File: config.mk
export PLATFORM = sky130hd
export DESIGN_NAME = cms_switcher
export DESIGN_NICKNAME = d
export VERILOG_FILES = /design/src/hw/cms_pkg.sv /design/src/hw/cms_switcher.sv
export VERILOG_INCLUDE_DIRS = /design/src /design/src/hw
export SDC_FILE = /design/constraint.sdc
export NUM_CORES = 1
export LEC_CHECK = 0
export ABC_AREA = 1
export BUFFER_PORTS_ARGS = -buffer_cell sky130_fd_sc_hd__buf_2
export CAP_MARGIN = 15
export CORE_MARGIN = 2
export CORE_UTILIZATION = 35
export CTS_BUF_LIST = sky130_fd_sc_hd__clkbuf_8 sky130_fd_sc_hd__clkbuf_16
export DETAILED_ROUTE_END_ITERATION = 12
export PLACE_DENSITY = 0.65
export RECOVER_POWER = 100
export SLEW_MARGIN = 20
export SYNTH_ARGS = -nofsm -noshare
export SYNTH_HDL_FRONTEND = slang
export SYNTH_SLANG_ARGS = --single-unit
File: constraint.sdc
create_clock -name pclk -period 5.18 [get_ports pclk]
set_input_delay 1.036 -clock pclk [delete_from_list [all_inputs] [get_ports pclk]]
set_output_delay 1.036 -clock pclk [all_outputs]
set_load 0.02 [all_outputs]
File: src/hw/cms_defs.svh
// Constants for the clock mode switcher: register offsets, field positions, reset values, wait times.
// Assumes the includer runs on pclk at 10 MHz; oscillator clocks are seen only as enables here.
`ifndef CMS_DEFS_SVH
`define CMS_DEFS_SVH
`define CMS_ADDR_CONTROL 12'h000
`define CMS_ADDR_STANDBY 12'h004
`define CMS_ADDR_CONFIG 12'h008
`define CMS_ADDR_WAIT 12'h00C
`define CMS_MON_HI 7
`define CMS_MON_LO 6
`define CMS_SEL_HI 5
`define CMS_SEL_LO 4
`define CMS_BIT_SUB_EN 3
`define CMS_BIT_MAIN_EN 2
`define CMS_BIT_SCR_EN 1
`define CMS_BIT_MCR_EN 0
`define CMS_RDY_SCR 2
`define CMS_RDY_MCR 1
`define CMS_RDY_MAIN 0
`define CMS_RDY_SUB 3
`define CMS_CFG_MAIN_DIS 0
`define CMS_CFG_SUB_DIS 1
`define CMS_CFG_RESET 8'h00
`define CMS_WAIT_RESET 8'hFF
`define CMS_MCR_WAIT_NS 20000
`define CMS_SCR_WAIT_NS 100000
`define CMS_SUB_WAIT_CYC 1000
`define CMS_CLK_NS 100
`define CMS_MCR_WAIT_CYC ((`CMS_MCR_WAIT_NS + `CMS_CLK_NS - 1) / `CMS_CLK_NS)
`define CMS_SCR_WAIT_CYC ((`CMS_SCR_WAIT_NS + `CMS_CLK_NS - 1) / `CMS_CLK_NS)
`endif

File: src/hw/cms_pkg.sv
// Types for the clock mode switcher.
// Assumes cms_defs.svh supplies all numeric constants.
package cms_pkg;
  typedef enum logic [1:0] {
    cms_sub_rc = 2'b00,
    cms_subclk = 2'b01,
    cms_main_rc = 2'b10,
    cms_main_osc = 2'b11
  } cms_mode_t;
  typedef enum logic [1:0] {
    cms_st_boot = 2'b00,
    cms_st_run = 2'b01,
    cms_st_wait = 2'b10
  } cms_state_t;
  typedef struct packed {
    cms_state_t st;
    cms_mode_t sel;
    cms_mode_t mon;
    logic sub_en;
    logic main_en;
    logic scr_en;
    logic mcr_en;
    logic [3:0] rdy;
    logic [3:0] run;
    logic [15:0] cnt;
    logic [7:0] cfg;
    logic [7:0] waitsel;
    logic [31:0] prdata;
    logic [2:0] wd_sync;
    logic wd_on;
  } cms_state_s_t;
endpackage

File: src/hw/cms_switcher.sv
// Clock mode switcher: APB slave holding the control, ready, configuration and wait registers,
// and the sequencer that moves the machine clock between four sources.
// Assumes oscillator stabilization is timed on pclk; clock muxing downstream obeys the select outputs.
//
// Decided for this implementation: the register addresses and register access over APB.
`timescale 1ns/100ps
`include "cms_defs.svh"
module cms_switcher #(
  parameter int MCR_WAIT = `CMS_MCR_WAIT_CYC,
  parameter int SCR_WAIT = `CMS_SCR_WAIT_CYC,
  parameter int SUB_WAIT = `CMS_SUB_WAIT_CYC
) (
  input wire logic pclk,
  input wire logic presetn,
  input wire logic psel,
  input wire logic penable,
  input wire logic pwrite,
  input wire logic [11:0] paddr,
  input wire logic [31:0] pwdata,
  output logic [31:0] prdata,
  output logic pready,
  output logic pslverr,
  input wire logic hw_watchdog_on,
  output cms_pkg::cms_mode_t machine_clk_sel,
  output logic main_osc_run,
  output logic subclock_run,
  output logic sub_rc_run,
  output logic main_rc_run,
  output logic timebase_run,
  output logic watch_from_sub_rc,
  output logic timebase_standby_ok,
  output logic watch_standby_ok
);
  import cms_pkg::*;

  cms_state_s_t r;
  cms_state_s_t next_r;

  // Main wait: 2^n - 2 cycles, codes below 2 collapse to zero
  function automatic logic [15:0] main_wait(input logic [3:0] code);
    logic [4:0] n;
    n = (code < 4'h2) ? 5'd1 : 5'({1'b0, code} - 5'd1);
    main_wait = 16'((17'd1 << n) - 17'd2);
  endfunction

  function automatic logic [15:0] wait_for(input cms_mode_t m, input logic [3:0] code);
    case (m)
      cms_sub_rc: wait_for = 16'(SCR_WAIT);
      cms_subclk: wait_for = 16'(SUB_WAIT);
      cms_main_rc: wait_for = 16'(MCR_WAIT);
      cms_main_osc: wait_for = main_wait(code);
      default: wait_for = 16'(MCR_WAIT);
    endcase
  endfunction

  // Mode code and ready-bit position differ, so map between them
  function automatic logic [1:0] rdy_bit(input cms_mode_t m);
    case (m)
      cms_sub_rc: rdy_bit = 2'(`CMS_RDY_SCR);
      cms_subclk: rdy_bit = 2'(`CMS_RDY_SUB);
      cms_main_rc: rdy_bit = 2'(`CMS_RDY_MCR);
      cms_main_osc: rdy_bit = 2'(`CMS_RDY_MAIN);
      default: rdy_bit = 2'(`CMS_RDY_MCR);
    endcase
  endfunction

  logic wr;
  logic rd;
  assign wr = psel && penable && pwrite;
  assign rd = psel && !penable && !pwrite;

  always_comb begin
    cms_mode_t wsel;
    logic main_dis;
    logic sub_dis;
    logic [1:0] idx;
    next_r = r;
    // Watchdog strap comes from slow logic elsewhere; counts once stages two and three agree
    next_r.wd_sync = {r.wd_sync[1:0], hw_watchdog_on};
    if (r.wd_sync[1] == r.wd_sync[2]) begin
      next_r.wd_on = r.wd_sync[2];
    end
    wsel = cms_mode_t'(pwdata[`CMS_SEL_HI:`CMS_SEL_LO]);
    main_dis = r.cfg[`CMS_CFG_MAIN_DIS];
    sub_dis = r.cfg[`CMS_CFG_SUB_DIS];
    idx = rdy_bit(r.sel);
    if (wr && paddr == `CMS_ADDR_CONTROL) begin
      // Monitor bits of pwdata are dropped here
      if (!((wsel == cms_main_osc && main_dis) || (wsel == cms_subclk && sub_dis))) begin
        next_r.sel = wsel;
      end
      if (pwdata[`CMS_BIT_SUB_EN] || (r.sel != cms_subclk && r.mon != cms_subclk)) begin
        if (!(pwdata[`CMS_BIT_SUB_EN] && sub_dis)) begin
          next_r.sub_en = pwdata[`CMS_BIT_SUB_EN];
        end
      end
      if (pwdata[`CMS_BIT_MAIN_EN] || (r.sel != cms_main_osc && r.mon != cms_main_osc)) begin
        if (!(pwdata[`CMS_BIT_MAIN_EN] && (!r.mon[1] || main_dis))) begin
          next_r.main_en = pwdata[`CMS_BIT_MAIN_EN];
        end
      end
      if (pwdata[`CMS_BIT_SCR_EN] || (r.sel != cms_sub_rc && r.mon != cms_sub_rc)) begin
        next_r.scr_en = pwdata[`CMS_BIT_SCR_EN];
      end
      if (pwdata[`CMS_BIT_MCR_EN] || (r.sel != cms_main_rc && r.mon != cms_main_rc)) begin
        if (!(pwdata[`CMS_BIT_MCR_EN] && !r.mon[1])) begin
          next_r.mcr_en = pwdata[`CMS_BIT_MCR_EN];
        end
      end
    end
    if (wr && paddr == `CMS_ADDR_CONFIG) begin
      next_r.cfg = pwdata[7:0];
    end
    if (wr && paddr == `CMS_ADDR_WAIT) begin
      next_r.waitsel = pwdata[7:0];
    end
    // Forcing by select follows the stored or new select value
    case (next_r.sel)
      cms_subclk: next_r.sub_en = 1'b1;
      cms_main_osc: next_r.main_en = 1'b1;
      cms_sub_rc: next_r.scr_en = 1'b1;
      cms_main_rc: next_r.mcr_en = 1'b1;
      default: next_r.mcr_en = next_r.mcr_en;
    endcase
    if (r.wd_on) begin
      next_r.scr_en = 1'b1;
    end
    if (next_r.cfg[`CMS_CFG_SUB_DIS] && next_r.sel != cms_subclk) begin
      next_r.sub_en = 1'b0;
    end
    case (r.st)
      cms_st_boot: begin
        // Both CR oscillators time out in parallel; count covers the longer
        if (r.cnt != 16'h0000) begin
          next_r.cnt = 16'(r.cnt - 16'd1);
        end else begin
          next_r.st = cms_st_run;
          next_r.rdy[`CMS_RDY_MCR] = 1'b1;
          next_r.rdy[`CMS_RDY_SCR] = 1'b1;
          next_r.run[`CMS_RDY_MCR] = 1'b1;
          next_r.run[`CMS_RDY_SCR] = 1'b1;
        end
      end
      cms_st_run: begin
        if (r.sel != r.mon) begin
          if (r.rdy[idx] && r.run[idx]) begin
            next_r.mon = r.sel;
          end else begin
            next_r.st = cms_st_wait;
            next_r.cnt = wait_for(r.sel, r.waitsel[3:0]);
            next_r.run[idx] = 1'b1;
          end
        end
      end
      cms_st_wait: begin
        if (r.cnt != 16'h0000) begin
          next_r.cnt = 16'(r.cnt - 16'd1);
        end else begin
          next_r.rdy[idx] = 1'b1;
          next_r.mon = r.sel;
          next_r.st = cms_st_run;
        end
      end
      default: next_r.st = cms_st_run;
    endcase
    // Leaving a main-side mode clears its enable
    if (r.mon == cms_main_osc && next_r.mon != cms_main_osc) begin
      next_r.main_en = 1'b0;
    end
    if (r.mon == cms_main_rc && next_r.mon != cms_main_rc) begin
      next_r.mcr_en = 1'b0;
    end
    // Low-speed modes stop both fast oscillators, whichever was left enabled
    if (r.mon[1] && !next_r.mon[1]) begin
      next_r.main_en = 1'b0;
      next_r.mcr_en = 1'b0;
    end
    // Clearing an oscillator's enable bit also drops its ready and run flags, except during its own wait
    for (int i = 0; i < 4; i++) begin
      logic en;
      en = (i == `CMS_RDY_SCR) ? next_r.scr_en : (i == `CMS_RDY_MCR) ? next_r.mcr_en :
           (i == `CMS_RDY_MAIN) ? next_r.main_en : next_r.sub_en;
      if (!en && !(r.st == cms_st_wait && 2'(i) == idx)) begin
        next_r.rdy[i] = 1'b0;
        next_r.run[i] = 1'b0;
      end
    end
    next_r.prdata = 32'h0000_0000;
    if (rd) begin
      case (paddr)
        `CMS_ADDR_CONTROL: next_r.prdata = {24'h00_0000, 2'(r.mon), 2'(r.sel), r.sub_en, r.main_en,
                                            r.scr_en, r.mcr_en};
        `CMS_ADDR_STANDBY: next_r.prdata = {28'h000_0000, r.rdy[`CMS_RDY_SUB], r.rdy[`CMS_RDY_SCR],
                                            r.rdy[`CMS_RDY_MCR], r.rdy[`CMS_RDY_MAIN]};
        `CMS_ADDR_CONFIG: next_r.prdata = {24'h00_0000, r.cfg};
        `CMS_ADDR_WAIT: next_r.prdata = {24'h00_0000, r.waitsel};
        default: next_r.prdata = 32'h0000_0000;
      endcase
    end
  end

  always_ff @(posedge pclk or negedge presetn) begin
    if (!presetn) begin
      r.st <= cms_st_boot;
      r.sel <= cms_main_rc;
      r.mon <= cms_main_rc;
      r.sub_en <= 1'b0;
      r.main_en <= 1'b0;
      r.scr_en <= 1'b1;
      r.mcr_en <= 1'b1;
      r.rdy <= 4'h0;
      r.run <= 4'h0;
      r.cnt <= 16'(SCR_WAIT > MCR_WAIT ? SCR_WAIT : MCR_WAIT);
      r.cfg <= `CMS_CFG_RESET;
      r.waitsel <= `CMS_WAIT_RESET;
      r.prdata <= 32'h0000_0000;
      r.wd_sync <= 3'b000;
      r.wd_on <= 1'b0;
    end else begin
      r <= next_r;
    end
  end

  assign prdata = r.prdata;
  assign pready = 1'b1;
  assign pslverr = 1'b0;
  // Machine clock follows the monitor; change only at the switch cycle
  assign machine_clk_sel = r.mon;
  assign main_osc_run = r.main_en;
  assign subclock_run = r.sub_en;
  assign sub_rc_run = r.scr_en;
  assign main_rc_run = r.mcr_en;
  assign timebase_run = r.mon[1];
  assign watch_from_sub_rc = (r.mon == cms_sub_rc) || !r.sub_en;
  // Standby gating is advisory; the standby sequencer uses these
  assign timebase_standby_ok = r.mon[1] && (r.mon == r.sel) && (r.st == cms_st_run);
  assign watch_standby_ok = !r.mon[1] && (r.mon == r.sel) && (r.st == cms_st_run);
endmodule

* After elaboration in Yosys (flattened, before gate mapping)
Cells that the tools add are included.
Word-level totals: bits of input ports 50, flip-flop bits (word level) 86, output and inout port bits 44, word-level logic and storage cells 223
Operators by class: equality and inequality tests 46, order comparisons 3, bitwise gates (word level) 2, reduce and logical (&&, ||, !) cells 86, shifts and indexed selects 1, muxes and demuxes 60, add/sub/neg operators 3
Operator list (count):
- 16-bit one-hot mux with 3 select lines | 1
- 20-bit two-way mux | 2
- 1-bit logical AND | 34
- 1-bit two-way mux | 32
- 16-bit one-hot mux with 2 select lines | 1
- 8-bit one-hot mux with 4 select lines | 1
- 12-bit by 4-bit == test with 1-bit output (second input constant) | 2
- 2-bit two-way mux | 10
- 2-bit inequality test (second input constant) | 9
- 3-bit inequality test (second input constant) | 6
- 2-bit nonzero test | 9
- 2-bit == test (second input constant) | 8
- 16-bit two-way mux | 1
- 2-bit by 1-bit inequality test with 1-bit output (second input constant) | 8
- 2-bit one-hot mux with 2 select lines | 4
- 16-bit nonzero test | 1
- 1-bit by 5-bit left shift with 16-bit output (first input constant) | 1
- 16-bit by 1-bit subtractor with 16-bit output (second input constant) | 1
- 16-bit by 2-bit subtractor with 16-bit output (second input constant) | 1
- 3-bit AND reduction | 5
- 1-bit logical NOT | 13
- 12-bit by 3-bit == test with 1-bit output (second input constant) | 1
- 12-bit logical NOT | 1
- 4-bit AND reduction | 3
- 23 further kinds | 46

* Longest topological paths before layout
Gate-level depths: netlist (run 1).
depth in word-level cells 16, mapped depth 19, gate-level depth less buffers 19

* Worst setup path after synthesis (run 1)
OpenSTA, ideal clock, no wires.
path type register -> output, from register r (netlist bit machine_clk_sel[1]), to output port timebase_standby_ok, buffers on the path 1, stages on the path, launching flop included 8, arrival time 1.461 ns, slack 2.683 ns, path through dfstp_2 buf_2 inv_2 nand2_1 nand4_1 nor2_1 inv_2 nor2_1
On the way: cells in the longest elaborated chain, start to end 3
Ends and longest elaborated chain:
- from (decl) | RTL line cms_switcher.sv:36 | cms_state_s_t r;
- from (signal assigned) | RTL line cms_switcher.sv:220 | r <= next_r;
- 2-bit == test | RTL line cms_switcher.sv:236 | assign timebase_standby_ok = r.mon[1] && (r.mon == r.sel) && (r.st == cms_st_run);
- 1-bit logical AND * (2 in series) | RTL line cms_switcher.sv:236
- to (decl) | RTL line cms_switcher.sv:31 | output logic timebase_standby_ok,
Every way passes the cells marked *; elsewhere a longest branch is shown, timed or not.

* Worst setup path after layout (run 1)
from register r[83] in the netlist's numbering, to register r[60] in the netlist's numbering
On the way: cells in the longest elaborated chain, start to end 7, elaborated cells on any way between the ends 19, those cells by class eq/ne: 6; mux: 9; reduce/logical: 4
Ends and longest elaborated chain:
- 2-bit == test (tied with other cells) | RTL line cms_switcher.sv:47, cms_switcher.sv:58
- 2-bit one-hot mux with 4 select lines | RTL line cms_switcher.sv:58 | case (m)
- 1-bit binary-select mux with 2-bit select | RTL line cms_switcher.sv:146 | if (r.rdy[idx] && r.run[idx]) begin
- 1-bit two-way mux (not written as such) | RTL line cms_switcher.sv:146
- 1-bit logical AND | RTL line cms_switcher.sv:146
- 2-bit inequality test (no source line)
- 4-bit AND reduction (no source line)
Several ways; a longest one is shown, not always the timed one. The select of a mux whose other input is x is not followed. A chain may end at the register's enable or synchronous reset.

==> key figures, run 1 <==
Detailed routing
  – Antenna Nets Post-Route: 0
  – Per-cell routed wire length: 12.5 µm
  – Drt pass-1 iters: 6
  – Starting DRT DRC Count: 250
  – DR vias: 4,033
  – Final WL: 10,600 µm
  – Vias per cell: 4.77
  – DRC Markers: 0

Synth
  – Yosys warning total: 0
  – Synth Cell Area: 4500 µm²
  – Synth top area share: 24.5%
  – Top-count cell post-synth: nand2_1
  – Synthesized area per cell: 7.12 µm²
  – Asr flop ratio synth: 100%
  – Synth area leader: dfrtp_1
  – Synth unique cells: 51
  – Top cells by count, synth: 144 x nand2_1, 91 x inv_1, 59 x nor2_1
  – Synth Flop Type: dfrtp_1
  – Top post-synthesis cells by area: dfrtp_1 24%, nand2_1 12%, dfstp_2 11%
  – Synth Instances: 632
  – Post-synth EDFFs: 0
  – Register area share after synthesis: 35.0%
  – Flops & latches, synth: 62

Layout
  – Antenna Diode Count: 0
  – Layout cells sized above 1: 14.7%
  – Post-Layout Cell Count: 845
  – Nets: 730
  – Syn-to-layout area delta: 10.2%

Setup path
  – Worst-path maximum fanout: 18
  – Crit path launch: r[83]
  – Crit start category: flip-flop
  – Critical Path AT: 4.04 ns
  – WS Path Type: flip-flop to flip-flop
  – Worst reg2reg path startpoint: r[83]
  – Req. time, crit path: 5.46 ns
  – Endpoint type of the worst setup path: flip-flop

Min path
  – Worst hold path type: flip-flop to flip-flop
  – Hold path startpoint: next_r[2]

GRT
  – Initial antenna violation count: 0
  – Vias in the first global route: 3,834
  – Congestion Overflow GR: 0
  – First-pass GRT wire length: 18,100 µm
  – Largest net degree at the start of global routing: 63
  – All-Layer GR Usage: 15.8%

Timing
  – Final period util: 72.6%
  – Peak Freq: 0.266 GHz
  – Hold slack: 0.357 ns
  – Setup violations, final: 0
  – Pins Over Slew Limit: 0
  – Worst-Margin Slew: 1.41 ns
  – Worst Skew: 0.00939 ns
  – Unrepaired setup endpoints after global routing: false
  – Fin. Hold Viols: 0
  – Min Clock Period, post-route: 3.76 ns
  – Slew HR: 5.25%
  – Setup TNS: 0 ns

Place
  – PortBufs: 43
  – Placed Cells: 829
  – DP HPWL: 7950 µm
  – GP Congestion: 0.899

Power and ir drop
  – Maximum vdd drop: 0.000175 V
  – Tot Pwr: 1.75 mW
  – Clock power frac: 35.7%
  – Net load switching power: 641 µW
  – Seq pwr share: 35.3%
  – Cell Int Power: 1.11 mW
  – Comb pwr share: 29.0%
  – Pwr dens: 352 nW/µm²
  – Net Sw Frac: 36.7%
  – Leak Pwr: 2.46 nW

Outcome
  – Outcome: completed

Clocking
  – Maximum clock path buffer count: 2
  – Post-CTS setup buffer count: 0
  – CTS tree: done
  – Clock Latency Late Sink: 0.34 ns
  – Root Buffer: clkbuf_16
  – Total CTS buffers: 9
  – Post-cts sizing count: 0
  – Number of H-tree levels: 3
  – Clk slew on worst S/H paths: 0.06 ns
  – Post-CTS Hold Buffers: 0
  – CTS Sinks: 62

Floorplanning
  – Initial Util: 35.8%
  – Ports: 94
  – DIE HEIGHT: 117 µm
  – Die width: 117 µm
  – Die area: 13,800 µm²
  – Core area: 12,600 µm²
  – Row count: 41

Job
  – MaxCap Viol Count: 0
## metrics by stage
stage | setup WS (ns) | utilization (%) | area (µm²)
floorplan | 2.68 | - | 4590
finish | 1.42 | 39.5 | 4960
detailed placement | 2.17 | 37.5 | 4710
global route | 0.951 | 39.5 | 4960
global placement | 2.19 | 37.5 | 4710
CTS | 2.15 | 39.9 | 5020
## power groups by stage
| stage | Sequential (mW) | Combinational, mW | Clock, mW |
|---|---|---|---|
| after detailed placement | 0.623 | 0.502 | 0 |
| final | 0.616 | 0.507 | 0.624 |
| after floorplan | 0.608 | 0.424 | 0 |
| after CTS | 0.616 | 0.507 | 0.631 |
| after global routing | 0.625 | 0.586 | 0.652 |
| after global placement | 0.622 | 0.494 | 0 |
## sequential cells by signal, indices dropped and copies added, names as in the netlist
name             flops
machine_clk_sel      2
main_osc_run         1
main_rc_run          1
next_r               2
prdata               8
r                   46
sub_rc_run           1
subclock_run         1
## metal layers
| metal | track usage, % | wire, µm |
|---|---|---|
| met3 | 2.38 | 520 |
| met2 | 26.0 | 4880 |
| met4 | 5.27 | 180 |
| met1 | 21.3 | 5000 |
| met5 | 0 | 0 |
## critical path, stage by stage (launching register included)
cell     delay, ns
dfstp_1       0.61
inv_1         0.22
ha_1          0.41
inv_1         0.14
nand2_1       0.06
nand3_1       0.07
nand2_1       0.09
nand3_1       0.12
nand2_1       0.09
nor2_1        0.88
inv_1         0.53
a21oi_1       0.26
o21ai_0       0.14
nand2_1       0.08
## kinds of logic (layout without fill, tap and decap cells)
| group | after synthesis | count (layout) | share of synthesized area [%] |
|---|---|---|---|
| compound gates | 115 | 115 | 14.9 |
| xor+xnor | 5 | 5 | 0.973 |
| fa+ha+maj | 13 | 13 | 3.56 |
| buf+inv | 145 | 162 | 15.6 |
| flops | 62 | 62 | 35.0 |
| mux | 1 | 1 | 0.250 |
| other cells | 2 | 26 | 0.167 |
| simple gates | 289 | 289 | 29.6 |
## cell usage in the layout, fill, tap and decap left out, types with 6 or more instances in the layout
cell	instances
dfrtp_1	44
clkbuf_16	9
nor2_2	7
o21ai_0	59
clkbuf_1	16
buf_2	27
nor2_1	61
nand3_1	39
ha_1	12
dfstp_2	16
nand2_1	144
inv_1	94
nor3_1	9
conb_1	26
a21oi_1	26
inv_2	6
## path summary, 6_finish.rpt
| kind | to | slack [ns] | cells past startpoint |
|---|---|---|---|
| setup / recovery | r[60] | 1.42 | 13 |
| hold / removal | next_r[3] | 0.36 | 0 |
| setup reg to reg | r[60] | 1.42 | 13 |
| hold reg to reg | next_r[3] | 0.36 | 0 |
| max in group asynchronous | r[54] | 3.82 | 2 |
| min in group asynchronous | r[50] | 0.86 | 2 |
## final cells by class
cell class                      count  area [µm²]
Fill cell                        1344        7610
Inverter                          102         385
Sequential cell                    62        1570
Clock inverter                      7        81.3
Timing Repair Buffer               44         203
Clock buffer                        9         225
Tap cell                          172         215
Multi-Input combinational cell    449        2270
(Power assumes the default switching activity.)
==> inputs of run 2 (changes only) <==
--- a/config.mk
+++ b/config.mk
@@ -6,7 +6,7 @@
 export SDC_FILE = /design/constraint.sdc
 export NUM_CORES = 1
 export LEC_CHECK = 0
-export ABC_AREA = 1
+export ABC_AREA = 0
 export BUFFER_PORTS_ARGS = -buffer_cell sky130_fd_sc_hd__buf_2
 export CAP_MARGIN = 15
 export CORE_MARGIN = 2
==> constraint.sdc (replaced) <==
create_clock -name pclk -period 3.6 [get_ports pclk]
set_input_delay 0.72 -clock pclk [delete_from_list [all_inputs] [get_ports pclk]]
set_output_delay 0.72 -clock pclk [all_outputs]
set_load 0.02 [all_outputs]
==> run 2 against run 1 <==
Net effect: fmax grew 12%; register-to-register slack worse by 1.2 ns; power grew 0.95%; synthesized area shrank 4.3%; die area shrank 4.2%; global-route usage up 0.61 points; combinational power down 81%; hold slack better by 0.0050 ns; critical path type unchanged; largest power group unchanged.
==> key figures, run 2 <==
Layout
  – Syn-to-layout area delta: 10.3%
  – Nets: 570
  – Reg with most FFs: r
  – Most frequent cells in the layout: 44 x nor2_1, 44 x dfrtp_1, 41 x nand2_1
  – Register area: 1570 µm²
  – Antenna Diode Count: 0
  – Largest registers: r: 46 flops, prdata: 8 flops
  – Fill count: 1,196
  – Post-Layout Cell Count: 660
  – Max reg flops: 46
  – Area of the multi-input gates: 2320 µm²
  – Layout cells sized above 1: 19.9%

Clocking
  – Post-CTS Hold Buffers: 0
  – Root Buffer: clkbuf_16
  – CTS Sinks: 62
  – CTS tree: done
  – Clock Latency Late Sink: 0.34 ns
  – Clk slew on worst S/H paths: 0.06 ns
  – Total CTS buffers: 9
  – Number of H-tree levels: 3
  – Maximum clock path buffer count: 2
  – Post-CTS setup buffer count: 0
  – Post-cts sizing count: 0

GRT
  – All-Layer GR Usage: 16.4%
  – First-pass GRT wire length: 17,200 µm
  – Initial antenna violation count: 0
  – Largest net degree at the start of global routing: 40
  – Vias in the first global route: 3,424
  – Congestion Overflow GR: 0

Synth
  – Synth Cell Area: 4310 µm²
  – Synth Instances: 482
  – Synthesized area per cell: 8.93 µm²
  – Register area share after synthesis: 36.6%
  – Yosys warning total: 0
  – Synth Flop Type: dfrtp_1
  – Top cells by count, synth: 44 x dfrtp_1, 44 x nor2_1, 41 x nand2_1
  – Synth unique cells: 72
  – Asr flop ratio synth: 100%
  – Synth top area share: 25.6%
  – Post-synth EDFFs: 0
  – Synth area leader: dfrtp_1
  – Top post-synthesis cells by area: dfrtp_1 26%, dfstp_2 11%, buf_4 6.3%
  – Flops & latches, synth: 62

Timing
  – Peak Freq: 0.299 GHz
  – Slew HR: 13.2%
  – Worst Skew: 0.00773 ns
  – Setup TNS: 0 ns
  – Worst-Margin Slew: 1.29 ns
  – Pins Over Slew Limit: 0
  – Setup violations, final: 0
  – Min Clock Period, post-route: 3.35 ns
  – Final period util: 93.0%
  – Fin. Hold Viols: 0
  – Unrepaired setup endpoints after global routing: false

Detailed routing
  – Per-cell routed wire length: 16.1 µm
  – Drt pass-1 iters: 6
  – DRC Markers: 0
  – Final WL: 10,600 µm
  – Starting DRT DRC Count: 179
  – Antenna Nets Post-Route: 0
  – Vias per cell: 5.71
  – DR vias: 3,766

Floorplanning
  – Core area: 12,000 µm²
  – Initial Util: 35.8%
  – Row count: 40
  – Die width: 115 µm
  – Die area: 13,200 µm²
  – Ports: 94
  – DIE HEIGHT: 115 µm

Setup path
  – Worst-path maximum fanout: 15
  – Endpoint type of the worst setup path: flip-flop
  – Crit path launch: r[83]
  – Req. time, crit path: 3.82 ns
  – Reg2reg setup slack: 0.25 ns
  – R2r endpoint: r[63]
  – R2R depth: 8
  – Critical Path AT: 3.57 ns
  – Crit start category: flip-flop
  – Worst reg2reg path startpoint: r[83]
  – WS Path Type: flip-flop to flip-flop
  – Critical Path End: r[63]

Place
  – DP HPWL: 7670 µm
  – PortBufs: 43
  – GP Congestion: 0.905
  – Placed Cells: 644

Power and ir drop
  – Maximum vdd drop: 0.000191 V
  – Leak Pwr: 1.99 nW
  – Pwr dens: 371 nW/µm²

Min path
  – Hold path startpoint: next_r[2]
  – Worst hold path type: flip-flop to flip-flop

Job
  – MaxCap Viol Count: 0

Outcome
  – Outcome: completed
run 2: logic make-up (layout without fill, tap and decap cells):
logic type	after synthesis	in the layout	share of synthesized area [%]
other cells	2	26	0.174
flops	62	62	36.6
simple gates	157	157	19.4
mux	25	25	7.56
compound gates	134	134	20.6
fa+ha+maj	14	14	3.95
buf+inv	82	89	10.5
xor+xnor	6	6	1.22
run 2: final cells by class:
| type | instances | area share (%) |
|---|---|---|
| timing repair buffer | 52 | 5.43 |
| inverter | 21 | 1.66 |
| clock inverter | 6 | 1.98 |
| multi-input combinational | 362 | 48.9 |
| tap | 147 | 3.87 |
| sequential | 62 | 33.1 |
| clock buffer | 10 | 5.03 |
run 2: through the flow:
step / hold WS (ns) / util, % / total power [mW] / cell area (µm²) / setup slack [ns]
floorplan: 0.331 / - / 0.794 / 4400 / 0.369
global placement: 0.347 / 37.4 / 0.814 / 4490 / 0.427
detailed placement: 0.358 / 37.4 / 0.816 / 4490 / 0.339
CTS: 0.371 / 40.1 / 1.78 / 4820 / 0.331
global route: 0.371 / 39.5 / 1.82 / 4750 / 0.0523
finish: 0.363 / 39.5 / 1.76 / 4750 / 0.252
run 2: report_power, final:
group,switching (mW),internal (mW)
Sequential,0.00349,0.703
Combinational,0.0694,0.0255
Clock,0.333,0.629
run 2: worst min-delay path by stage:
stage / endpoint / cells past startpoint
final: next_r[3] / 0
after detailed placement: next_r[3] / 0
after global placement: next_r[3] / 0
after CTS: next_r[3] / 0
after floorplan: next_r[3] / 0
after global routing: next_r[3] / 0
run 2: per-layer routing:
layer  up-vias  global-route usage, %  share of wire [%]
met5         -                      0                  0
met4         0                   5.22                1.5
met3        16                   4.27                5.3
met2       123                   26.9                 50
met1      1888                   21.3                 43
li1       1739                      -                  -
run 2: critical path: stages (launching register included):
cell	delay, ns
dfstp_1	0.52
inv_1	0.11
ha_1	0.37
and3b_1	0.20
a311o_1	0.32
a22oi_1	0.58
o221a_1	0.67
o21ai_1	0.16
a221o_1	0.31
==> inputs of run 3 (changes only) <==
--- a/config.mk
+++ b/config.mk
@@ -13,6 +13,7 @@
 export CORE_UTILIZATION = 35
 export CTS_BUF_LIST = sky130_fd_sc_hd__clkbuf_8 sky130_fd_sc_hd__clkbuf_16
 export DETAILED_ROUTE_END_ITERATION = 12
+export GPL_TIMING_DRIVEN = 0
 export PLACE_DENSITY = 0.65
 export RECOVER_POWER = 100
 export SLEW_MARGIN = 20
==> run 3 against run 2 <==
Net effect: the flow now finishes with violations (max-capacitance violations, max-slew violations); clock skew shrank 0.0024 ns; hold slack lost 0.010 ns; die area is the same; fmax shrank 3.6%; largest power group unchanged.
==> key figures, run 3 (synthesized netlist as in run 2, its figures left out) <==
Floorplanning
  – Core area: 12,000 µm²
  – Die area: 13,200 µm²
  – DIE HEIGHT: 115 µm
  – Row count: 40
  – Ports: 94
  – Initial Util: 35.8%
  – Die width: 115 µm

Layout
  – Antenna Diode Count: 0
  – Reg with most FFs: r
  – Layout cells sized above 1: 23.6%
  – Largest registers: r: 46 flops, prdata: 8 flops
  – Final Instance Area: 5070 µm²
  – Most frequent cells in the layout: 44 x nor2_1, 44 x dfrtp_1, 41 x nand2_1
  – Fill count: 1,189
  – Final core occ: 42.2%
  – Syn-to-layout area delta: 17.7%
  – Nets: 620
  – Post-Layout Cell Count: 710
  – Max reg flops: 46

Min path
  – Worst hold path type: flip-flop to flip-flop

Outcome
  – Outcome: finished, violations left
  – Failing checks: max-capacitance violations, max-slew violations

Clocking
  – Maximum clock path buffer count: 2
  – CTS tree: done
  – Clk slew on worst S/H paths: 0.06 ns
  – CTS Sinks: 62
  – Total CTS buffers: 9
  – Clock Latency Late Sink: 0.33 ns
  – Root Buffer: clkbuf_16
  – Number of H-tree levels: 3

Power and ir drop
  – Tot Pwr: 1.76 mW
  – Pwr dens: 347 nW/µm²
  – Leak Pwr: 2.17 nW
  – Maximum vdd drop: 0.000227 V

Timing
  – Final period util: 96.5%
  – Min Clock Period, post-route: 3.47 ns
  – Peak Freq: 0.288 GHz
  – Pins Over Slew Limit: 62
  – Worst-Margin Slew: 1.51 ns
  – Setup violations, final: 0
  – Unrepaired setup endpoints after global routing: false
  – Final setup margin: 0.126 ns
  – Worst Skew: 0.00536 ns
  – Slew HR: -0.533%
  – Fin. Hold Viols: 0

Place
  – DP Area: 4800 µm²
  – DP HPWL: 8150 µm
  – Setup WS pre-CTS: -0.262 ns
  – PortBufs: 43
  – Placed Cells: 696
  – GP Congestion: 0.949

Detailed routing
  – DRC Markers: 0
  – Vias per cell: 5.46
  – DR vias: 3,877
  – Final WL: 11,000 µm
  – Per-cell routed wire length: 15.6 µm
  – Antenna Nets Post-Route: 0
  – Starting DRT DRC Count: 235
  – Drt pass-1 iters: 5

GRT
  – Largest net degree at the start of global routing: 63
  – Vias in the first global route: 3,639
  – All-Layer GR Usage: 17.2%
  – Initial antenna violation count: 0
  – First-pass GRT wire length: 18,000 µm
  – Congestion Overflow GR: 0

Setup path
  – WS Path Type: flip-flop to flip-flop
  – Critical Path AT: 3.69 ns
  – Worst-path maximum fanout: 10
  – Crit start category: flip-flop
  – Req. time, crit path: 3.82 ns
  – Endpoint type of the worst setup path: flip-flop

Job
  – MaxCap Viol Count: 1
run 3: power breakdown:
| part | total, mW | switching (mW) | internal [mW] |
|---|---|---|---|
| combinational | 0.118 | 0.0732 | 0.0444 |
| clock | 0.934 | 0.326 | 0.608 |
| sequential | 0.706 | 0.00335 | 0.703 |
run 3: final timing paths:
path | cells after the start | to | slack [ns] | startpoint
min reg2reg | 0 | next_r[3] | 0.35 | next_r[2]
min in group asynchronous | 1 | next_r[3] | 0.75 | presetn
max reg2reg | 14 | r[61] | 0.13 | r[36]
min | 0 | next_r[3] | 0.35 | next_r[2]
max in group asynchronous | 1 | prdata[7] | 1.94 | presetn
max | 14 | r[61] | 0.13 | r[36]
run 3: stage by stage:
step | setup TNS [ns] | hold slack (ns)
2_1_floorplan | 0 | 0.331
3_3_place_gp | -0.907 | 0.336
3_5_place_dp | -0.811 | 0.340
4_1_cts | 0 | 0.355
5_1_grt | 0 | 0.355
6_report | 0 | 0.352
run 3: area by class of cell:
cell class / instances / area, µm² / area share, %
Clock buffer: 9 / 225 / 4.44
Timing Repair Buffer: 43 / 189 / 3.73
Multi-Input combinational cell: 362 / 2350 / 46.3
Tap cell: 147 / 184 / 3.63
Clock inverter: 7 / 97.6 / 1.93
Buffer: 59 / 372 / 7.33
Sequential cell: 62 / 1570 / 31.1
Inverter: 21 / 78.8 / 1.56
run 3: repair_timing:
item,CTS,global route
gates resized for setup,2,4
pin swaps,0,1
hold buffers,0,0
setup endpoints to repair,7,7
buffers inserted,0,0
run 3: worst max-delay path, cell delays in order, from the launching register on:
cell      delay [ns]
dfstp_2         0.57
clkbuf_4        0.22
inv_1           0.12
ha_1            0.34
nand2b_1        0.15
or2_2           0.31
maj3_1          0.35
o32a_1          0.21
ha_1            0.24
o311ai_0        0.12
a21oi_1         0.13
mux2i_1         0.17
a211oi_2        0.29
a21oi_1         0.08
o41ai_1         0.08
run 3: routing by layer:
layer,vias to the layer above,share of wire [%],track usage (%)
met4,0,2.8,7.71
met5,-,0,0
li1,1840,-,-
met2,144,47,27.2
met1,1870,44,22.4
met3,23,5.9,4.22
